`config.mk`:
```
export PLATFORM = sky130hd
export DESIGN_NAME = cpmm_top
export DESIGN_NICKNAME = d
export VERILOG_FILES = /design/src/cpmm_mult.v /design/src/cpmm_top.v
export VERILOG_INCLUDE_DIRS = /design/src
export SDC_FILE = /design/constraint.sdc
export NUM_CORES = 1
export LEC_CHECK = 0
export BUFFER_PORTS_ARGS = -buffer_cell sky130_fd_sc_hd__buf_4
export CORE_MARGIN = 4
export CORE_UTILIZATION = 35
export DETAILED_ROUTE_END_ITERATION = 10
export HOLD_SLACK_MARGIN = 0.06
export PLACE_DENSITY = 0.65
export REMOVE_ABC_BUFFERS = 1
export SYNTH_ARGS = -nofsm -noshare
export SYNTH_HDL_FRONTEND = slang
export SYNTH_SLANG_ARGS = --single-unit
```
`constraint.sdc`:
```
create_clock -name clk_in -period 9.24 [get_ports clk_in]
set_input_delay 0.462 -clock clk_in [delete_from_list [all_inputs] [get_ports clk_in]]
set_output_delay 0.462 -clock clk_in [all_outputs]
set_load 0.05 [all_outputs]
```
`src/cpmm_regs.vh`:
```
/*
 * Constants for the coprocessor mode front end and multiply datapath.
 * Assumes inclusion by bare name from the design files.
 */
`ifndef CPMM_REGS_VH
`define CPMM_REGS_VH

`define CPMM_MODE_W        7
`define CPMM_OUT_LSB       4
`define CPMM_OUT_MSB       6
`define CPMM_OP_LSB        0
`define CPMM_OP_MSB        3
`define CPMM_MODE_RST      7'h00

`define CPMM_OUT_R0_LO     3'h0
`define CPMM_OUT_R0_HI     3'h1
`define CPMM_OUT_R1_LO     3'h2
`define CPMM_OUT_R1_HI     3'h3

`define CPMM_OP_INIT0      4'h0
`define CPMM_OP_INIT1      4'h1
`define CPMM_OP_INIT2      4'h2
`define CPMM_OP_READ       4'h3
`define CPMM_OP_MULU       4'h4
`define CPMM_OP_MULS       4'h5
`define CPMM_OP_MACU       4'h6
`define CPMM_OP_MACS       4'h7
`define CPMM_OP_DIVU       4'h8
`define CPMM_OP_DIVS       4'h9
`define CPMM_OP_INIT3      4'hA

`define CPMM_RES_RST       32'h0000_0000
`define CPMM_FLAGS_CLR     4'h0
`define CPMM_HALF_LO       15:0
`define CPMM_HALF_HI       31:16

`endif

```
`src/cpmm_mult.v`:
```
/*
 * Single-cycle 16x16 multiplier, signed or unsigned.
 * Assumes operands are stable in the cycle they are used.
 */
`timescale 1ns/1ns
module cpmm_mult
(
    input  wire [15:0] a_in,
    input  wire [15:0] b_in,
    input  wire        signed_in,
    output wire [31:0] prod_out
);

wire [32:0] a_ext;
wire [32:0] b_ext;
wire [65:0] prod_full;

assign a_ext     = {{17{signed_in & a_in[15]}}, a_in};
assign b_ext     = {{17{signed_in & b_in[15]}}, b_in};
assign prod_full = a_ext * b_ext;
assign prod_out  = prod_full[31:0];

endmodule

```
`src/cpmm_top.v`:
```
/*
 * Coprocessor mode control and multiply datapath.
 * Assumes the host core shares clk_in/rst_in and presents one-cycle strobes.
 */
// Overview of operation
// - Mode write latches source bits six to zero
// - Mode bits six-four pick returned half
// - Code zero clears both result registers
// - Code one loads addend into low half
// - Codes two, ten load full registers
// - Code three reads without modifying registers
// - Codes four, five multiply unsigned, signed
// - Codes six, seven select multiply-accumulate
// - Codes eight, nine select division
// - Multiply stores full product in register zero
// - Operand issue returns selected half one cycle later
// - Multiply returns all four flags cleared
// - Register zero holds until overwritten
// - Multiply and accumulate finish in one cycle
`timescale 1ns/1ns
`include "cpmm_regs.vh"
module cpmm_top
(
    input  wire        clk_in,
    input  wire        rst_in,
    input  wire        mode_write_op_in,
    input  wire [15:0] mode_src_in,
    input  wire        operand_issue_op_in,
    input  wire        result_preload_op_in,
    input  wire [15:0] opnd_hi_in,
    input  wire [15:0] opnd_lo_in,
    output wire        ext_op_out,
    output wire        res_valid_out,
    output reg  [15:0] res_data_out,
    output reg  [3:0]  res_flags_out,
    output reg         mac_ovf_out,
    output wire [31:0] result_reg_zero_out,
    output wire [31:0] result_reg_one_out,
    output wire [6:0]  coprocessor_mode_select_out
);

////////////////////////////////////////////////////////////////////////////
// Mode register

reg  [`CPMM_MODE_W-1:0] coprocessor_mode_select_r;
reg  [31:0]             result_reg_zero_r;
reg  [31:0]             result_reg_one_r;
reg                     res_valid_r;
wire [3:0]              op_code;
wire [2:0]              out_sel;

assign op_code = coprocessor_mode_select_r[`CPMM_OP_MSB:`CPMM_OP_LSB];
assign out_sel = coprocessor_mode_select_r[`CPMM_OUT_MSB:`CPMM_OUT_LSB];
assign coprocessor_mode_select_out = coprocessor_mode_select_r;
assign result_reg_zero_out = result_reg_zero_r;
assign result_reg_one_out  = result_reg_one_r;
assign res_valid_out = res_valid_r;
// Division ops are handed to the external divide unit
assign ext_op_out = (op_code == `CPMM_OP_DIVU) || (op_code == `CPMM_OP_DIVS);

always @(posedge clk_in or posedge rst_in)
begin
    if (rst_in)
        coprocessor_mode_select_r <= `CPMM_MODE_RST;
    else if (mode_write_op_in)
        coprocessor_mode_select_r <= mode_src_in[`CPMM_MODE_W-1:0];
end

////////////////////////////////////////////////////////////////////////////
// Multiply and accumulate datapath

wire        is_signed;
wire [31:0] product;
wire [32:0] mac_sum;
wire        mac_ovf_nxt;

assign is_signed = (op_code == `CPMM_OP_MULS) || (op_code == `CPMM_OP_MACS);

cpmm_mult u_mult
(
    .a_in      (opnd_hi_in),
    .b_in      (opnd_lo_in),
    .signed_in (is_signed),
    .prod_out  (product)
);

assign mac_sum = {1'b0, result_reg_zero_r} + {1'b0, product};
assign mac_ovf_nxt = is_signed ?
    ((result_reg_zero_r[31] == product[31]) && (mac_sum[31] != product[31])) :
    mac_sum[32];

////////////////////////////////////////////////////////////////////////////
// Result registers

reg [31:0] result_reg_zero_nxt;
reg [31:0] result_reg_one_nxt;
reg        ovf_nxt;

always @*
begin
    result_reg_zero_nxt = result_reg_zero_r;
    result_reg_one_nxt = result_reg_one_r;
    ovf_nxt  = mac_ovf_out;
    if (operand_issue_op_in || result_preload_op_in)
    begin
        case (op_code)
            `CPMM_OP_INIT0:
            begin
                result_reg_zero_nxt = `CPMM_RES_RST;
                result_reg_one_nxt = `CPMM_RES_RST;
            end
            `CPMM_OP_INIT1:
                result_reg_zero_nxt[`CPMM_HALF_LO] = opnd_lo_in;
            `CPMM_OP_INIT2:
                result_reg_zero_nxt = {opnd_hi_in, opnd_lo_in};
            `CPMM_OP_INIT3:
                result_reg_one_nxt = {opnd_hi_in, opnd_lo_in};
            `CPMM_OP_MULU, `CPMM_OP_MULS:
                if (operand_issue_op_in)
                    result_reg_zero_nxt = product;
            `CPMM_OP_MACU, `CPMM_OP_MACS:
                if (operand_issue_op_in)
                begin
                    result_reg_zero_nxt = mac_sum[31:0];
                    ovf_nxt  = mac_ovf_nxt;
                end
            default:
                result_reg_zero_nxt = result_reg_zero_r;
        endcase
    end
end

always @(posedge clk_in or posedge rst_in)
begin
    if (rst_in)
    begin
        result_reg_zero_r <= `CPMM_RES_RST;
        result_reg_one_r  <= `CPMM_RES_RST;
        mac_ovf_out       <= 1'b0;
    end
    else
    begin
        result_reg_zero_r <= result_reg_zero_nxt;
        result_reg_one_r  <= result_reg_one_nxt;
        mac_ovf_out       <= ovf_nxt;
    end
end

////////////////////////////////////////////////////////////////////////////
// Returned half, one cycle after the issue

function [15:0] cpmm_pick;
    input [2:0]  sel;
    input [31:0] r0;
    input [31:0] r1;
    begin
        case (sel)
            `CPMM_OUT_R0_LO: cpmm_pick = r0[`CPMM_HALF_LO];
            `CPMM_OUT_R0_HI: cpmm_pick = r0[`CPMM_HALF_HI];
            `CPMM_OUT_R1_LO: cpmm_pick = r1[`CPMM_HALF_LO];
            `CPMM_OUT_R1_HI: cpmm_pick = r1[`CPMM_HALF_HI];
            default:         cpmm_pick = 16'h0000;
        endcase
    end
endfunction

always @(posedge clk_in or posedge rst_in)
begin
    if (rst_in)
    begin
        res_valid_r   <= 1'b0;
        res_data_out  <= 16'h0000;
        res_flags_out <= `CPMM_FLAGS_CLR;
    end
    else
    begin
        res_valid_r <= operand_issue_op_in;
        if (operand_issue_op_in)
        begin
            res_data_out  <= cpmm_pick(out_sel, result_reg_zero_nxt, result_reg_one_nxt);
            res_flags_out <= `CPMM_FLAGS_CLR;
        end
    end
end

endmodule

```
### Word level (Yosys, flattened, before mapping)

Index checks and enable logic that the tools add are counted.

| storage, ports and cells | value |
|---|---|
| memory bits (read-only) | 0 |
| bits in latches | 0 |
| bits in writable memories | 0 |
| register bits | 89 |
| memories kept | 0 |
| output and inout port bits | 94 |

| operators by class | value |
|---|---|
| bitwise gates (word level) | 2 |
| $mul | 1 |
| reductions and logical operators | 10 |
| div/mod/pow operators | 0 |
| add/sub/neg operators | 1 |
| equal/unequal tests | 14 |
| order comparisons | 0 |
| shift operators | 0 |
| muxes and demuxes | 9 |

Operators with widths:

| cell | count |
|---|---|
| case mux 16 bit (4 select lines) | 3 |
| two-way mux 32 bit | 4 |
| case mux 32 bit (2 select lines) | 1 |
| adder 32 x 32 -> 33 bit | 1 |
| multiplier 33 x 33 -> 32 bit | 1 |
| == test 4 x 3 -> 1 bit (second input constant) | 4 |
| == test 4 bit (second input constant) | 3 |
| == test 3 x 2 -> 1 bit (second input constant) | 2 |
| OR reduction 2 bit | 3 |
| == test 4 x 1 -> 1 bit (second input constant) | 1 |
| == test 4 x 2 -> 1 bit (second input constant) | 1 |
| zero test 4 bit | 1 |
| == test 3 x 1 -> 1 bit (second input constant) | 1 |
| zero test 3 bit | 1 |
| logical OR 1 bit | 3 |
| AND reduction 3 bit | 1 |
| bitwise AND 1 bit | 2 |
| == test 1 bit | 1 |
| logical AND 1 bit | 1 |
| two-way mux 1 bit | 1 |
| != test 1 bit | 1 |

### Depth between registers and ports, before layout

| logic depth | value |
|---|---|
| depth after elaboration | 9 |
| gate-level depth with buffers | 37 |
| depth with buffers taken out | 34 |

### Hierarchy

A second synthesis with hierarchy kept.

| unflattened totals | value |
|---|---|
| cell total of the unflattened synthesis | 2078 |
| area total of the unflattened synthesis | 19302.3 um^2 |

Modules (own cells, without submodules):

| module | times used | area an instance (um^2) | seq. area each (um^2) | cells each |
|---|---|---|---|---|
| cpmm_mult | 1 | 12913.6 | 0.0 | 1376 |
| cpmm_top | 1 | 6388.6 | 2227.1 | 702 |

### Worst setup path after synthesis

OpenSTA, ideal clock, no wires.

| timing path | value |
|---|---|
| path type | register -> register |
| from | reg coprocessor_mode_select_r[0] (netlist: coprocessor_mode_select_out[0]) |
| to | reg res_data_out[9] |
| cell stages (with the launch flop) | 34 |
| library setup time | 126 ps |
| data required time | 9114 ps |
| arrival time | 9059 ps |
| path slack | 55 ps |
| cells stage by stage | dfrtp_1 > buf_2 > and4b_1 > clkbuf_1 > nand2_1 > inv_1 > fa_1 > fa_1 > fa_1 > inv_1 > fa_1 > inv_1 > fa_1 > inv_1 > fa_1 > inv_1 > fa_1 > fa_1 > ha_1 > a21o_1 > a21o_1 > a211o_1 > o22ai_1 > o21ai_0 > xor2_1 > ha_1 > clkbuf_1 > and3_1 > a221oi_1 > a31oi_1 > o21ai_0 > a31o_2 > o32a_1 > a221o_1 |

| on the way | value |
|---|---|
| longest elaborated chain between the ends | 9 |
| elaborated cells on any way between the ends | 24 |

RTL lines:

| element | RTL line | text |
|---|---|---|
| from (decl) | cpmm_top.v:45 | `` reg [`CPMM_MODE_W-1:0] coprocessor_mode_select_r; `` |
| from (signal assigned) | cpmm_top.v:64 | `` coprocessor_mode_select_r <= `CPMM_MODE_RST; `` |
| from (signal assigned) | cpmm_top.v:66 | `` coprocessor_mode_select_r <= mode_src_in[`CPMM_MODE_W-1:0]; `` |
| == test 4 x 3 -> 1 bit | cpmm_top.v:106 | `case (op_code)` |
| logical OR 1 bit | cpmm_top.v:77 | `` assign is_signed = (op_code == `CPMM_OP_MULS) \|\| (op_code == `CPMM_OP_MACS); `` |
| bitwise AND 1 bit, on equally long branches | cpmm_mult.v:18, cpmm_mult.v:19 |  |
| multiplier 33 x 33 -> 32 bit | cpmm_mult.v:20 | `assign prod_full = a_ext * b_ext;` |
| adder 32 x 32 -> 33 bit | cpmm_top.v:87 | `assign mac_sum = {1'b0, result_reg_zero_r} + {1'b0, product};` |
| two-way mux 32 bit | cpmm_top.v:122 | `if (operand_issue_op_in)` |
| case mux 16 bit (4 select lines) (*) | cpmm_top.v:106 |  |
| two-way mux 32 bit (*) | cpmm_top.v:104 | `if (operand_issue_op_in \|\| result_preload_op_in)` |
| via result_reg_zero_nxt[25] | cpmm_top.v:95 | `reg [31:0] result_reg_zero_nxt;` |
| case mux 16 bit (4 select lines) (*) | cpmm_top.v:157 | `case (sel)` |
| to (signal assigned) | cpmm_top.v:180 | `res_data_out <= cpmm_pick(out_sel, result_reg_zero_nxt, result_reg_one_nxt);` |
| to (decl) | cpmm_top.v:34 | `output reg [15:0] res_data_out,` |

The timed path passes the listed nets; every way through them passes the cells marked *.
A chain may end at the register's enable or synchronous reset.

### Worst setup path after layout

| timing path | value |
|---|---|
| from | reg coprocessor_mode_select_r[3] (netlist: coprocessor_mode_select_out[3]) |
| to | reg res_data_out[9] |

The elaborated chain is that of the path after synthesis.

==> results.json <==
{
  "drc": 0,
  "r2r-end": "res_data_out[9]$_DFFE_PP0P_",
  "fin_area_sq_um": 22000,
  "syn_area_per_cell_sq_um": 8.85,
  "endpoint": "res_data_out[9]$_DFFE_PP0P_",
  "h-tree-depth": 3,
  "cap_violations": 0,
  "synthCells": 2205,
  "core_area_sq_um": 55100,
  "fp.dieArea_sq_um": 59600,
  "drt_first_pass_iters": 7,
  "yosysSeqAreaShare_pct": 11.4,
  "rr_worst_depth": 30,
  "vias": 16574,
  "clk_latency_ns": 0.36,
  "yosysWarnings": 0,
  "final-setup-viol-count": 0,
  "grt_max_degree": 65,
  "drive_above_1_share_pct": 12.1,
  "cts_root_buf": "clkbuf_16",
  "postPlaceCellArea_sq_um": 21600,
  "synth_ff_type": "dfrtp_1",
  "dp_worst_setup_slack_ns": 0.0469,
  "start_util_pct": 35.4,
  "rows": 86,
  "finalHoldViolations": 0,
  "drt_iter0_drc": 1419,
  "async_reset_ff_share_pct": 100,
  "hpwl_um": 52400,
  "rrSetupSlack_ns": 0.26,
  "period_minus_slack_ns": 8.98,
  "outcome": "complete, no violations",
  "die_y_um": 244,
  "cts_buffers": 9,
  "via_per_inst": 5.40,
  "fin_nets": 2863,
  "die_width_um": 244,
  "crit_slowest_cell": "fa_1",
  "cts_buffer_depth": 2,
  "clk_pin_slew_ns": 0.07,
  "max_stage_delay_ns": 0.54,
  "skew_ns": 0.0106,
  "cp_max_fo": 6,
  "grt_pass1_vias": 17139,
  "port_buffers": 133,
  "pin_count": 147,
  "crit_type": "register to register",
  "worstSetupStartpoint": "coprocessor_mode_select_out[3]$_DFFE_PP0P_",
  "grt_pass1_wl_um": 101000,
  "totalWireLength_um": 65200,
  "synth-seq-cells": 89,
  "place.gp.congestion": 0.955,
  "final_util_pct": 40.0,
  "wl_per_cell_um": 21.2,
  "yosys.area.top_type": "fa_1",
  "overflow": 0,
  "synthTopCellsByCount": "inv_1, fa_1, nand2_1, and2_1, ha_1",
  "finalWorstSetupSlack_ns": 0.258,
  "crit_required_ns": 9.48,
  "start_kind": "register",
  "grt_usage_pct": 21.8,
  "synthToLayoutAreaGrowth_pct": 12.9,
  "yosys-top-cells-area": "fa_1, dfrtp_1, ha_1, inv_1, and2_1",
  "hold_buffers": 0,
  "antenna_found_initial": 0,
  "fin_crit_sh_pct": 97.2,
  "crit_top_cell": "fa_1",
  "synth_top_area_share_pct": 34.6,
  "ys_types": 79,
  "synth_edf_count": 0,
  "drv_slew": 0,
  "slew_headroom_pct": 18.6,
  "syn_area_sq_um": 19500,
  "clkSinkCount": 89,
  "crit_arrival_ns": 9.22,
  "tritoncts": "done",
  "worst_pin_slew_ns": 1.21,
  "synth.most_common_cell": "inv_1",
  "clock.fmax_ghz": 0.111,
  "hold_class": "primary input to asynchronous set/reset pin",
  "end_kind": "register",
  "regToRegStartpoint": "coprocessor_mode_select_out[3]$_DFFE_PP0P_",
  "fillers": 5504,
  "ant_nets": 0
}
==> cells by family after synthesis <==
family	Yosys count	synth area share (%)
mux	13	0.718
other cells	1	0.0192
compound gates	399	14.1
fa+ha+maj	493	44.6
simple gates	601	15.1
flops	89	11.4
buf+inv	522	10.2
xor+xnor	87	3.98
==> worst min path at each step <==
stage	endpoint	startpoint	depth (start not counted)	slack, ns
floorplan	res_valid_out$_DFF_PP0_	operand_issue_op_in	0	0.49
global placement	res_valid_out$_DFF_PP0_	rst_in	2	0.46
detailed placement	res_valid_out$_DFF_PP0_	rst_in	2	0.47
CTS	res_valid_out$_DFF_PP0_	rst_in	2	0.08
global route	res_valid_out$_DFF_PP0_	rst_in	2	0.1
finish	res_valid_out$_DFF_PP0_	rst_in	2	0.08
==> worst max-delay path: cells and delay by family (launching register included) <==
family	cells	cell delay (ns)
adders and majority gates	10	4.75
AOI/OAI and AO/OA	11	2.45
and+or+nand+nor	3	0.64
DFF	1	0.47
buffers and inverters	5	0.35
xor gates and xnor gates	1	0.21
==> metal layers <==
| layer | vias up | share of wire (%) | GRT usage, % |
|---|---|---|---|
| met5 | - | 0 | 0 |
| met4 | 0 | 3.2 | 7.43 |
| met3 | 114 | 8.5 | 4.22 |
| met2 | 741 | 46 | 34.7 |
| met1 | 8432 | 43 | 29.9 |
| li1 | 7287 | - | - |
==> cells in the final DEF, fill, tap and decap left out, types with 12 or more instances in the layout <==
master    count
xnor2_1      61
inv_1       401
a21o_1       29
xor2_1       21
nand2_1     215
o211ai_1     19
and3_1       12
dfrtp_1      87
o21ai_0      52
a211oi_1     16
nand2b_1     12
nor3_1       21
and2_1      159
ha_1        153
fa_1        337
nand3_1      24
a31oi_1      16
nor2_1      106
a21oi_1     114
buf_4       216
a22o_1       35
a221oi_1     13
==> cell type report <==
cell class | count | area [sq um] | area share, %
Antenna cell | 1 | 2.50 | 0.0114
Clock buffer | 9 | 225 | 1.02
Clock inverter | 7 | 62.6 | 0.284
Inverter | 404 | 1520 | 6.90
Multi-Input combinational cell | 1597 | 15400 | 70.0
Sequential cell | 89 | 2230 | 10.1
Tap cell | 748 | 936 | 4.25
Timing Repair Buffer | 216 | 1620 | 7.36
==> metrics by stage <==
stage	hold slack, ns	setup TNS [ns]	cells
global placement	0.458	0	3054
CTS	0.0836	0	3070
global route	0.0969	-0.0890	3070
finish	0.0779	0	3071
floorplan	0.493	0	2090
detailed placement	0.471	0	3054
==> state kept, by name, summed over array words and instances, names as in the netlist <==
name and flops:
res_valid_out 1, coprocessor_mode_select_out 7, mac_ovf_out 1, result_reg_one_out 32, result_reg_zero_out 32, res_data_out 16
==> repair_timing <==
item | 4_1_cts | 5_1_grt
setup buffers | 0 | 0
hold endpoints to repair | 0 | 0
endpoints found under the setup margin | 0 | 15
resized for setup | 0 | 26
Power is left out: the tool's default activity adds up to more than one toggle a clock period on the data nets, which glitch-free logic cannot reach.
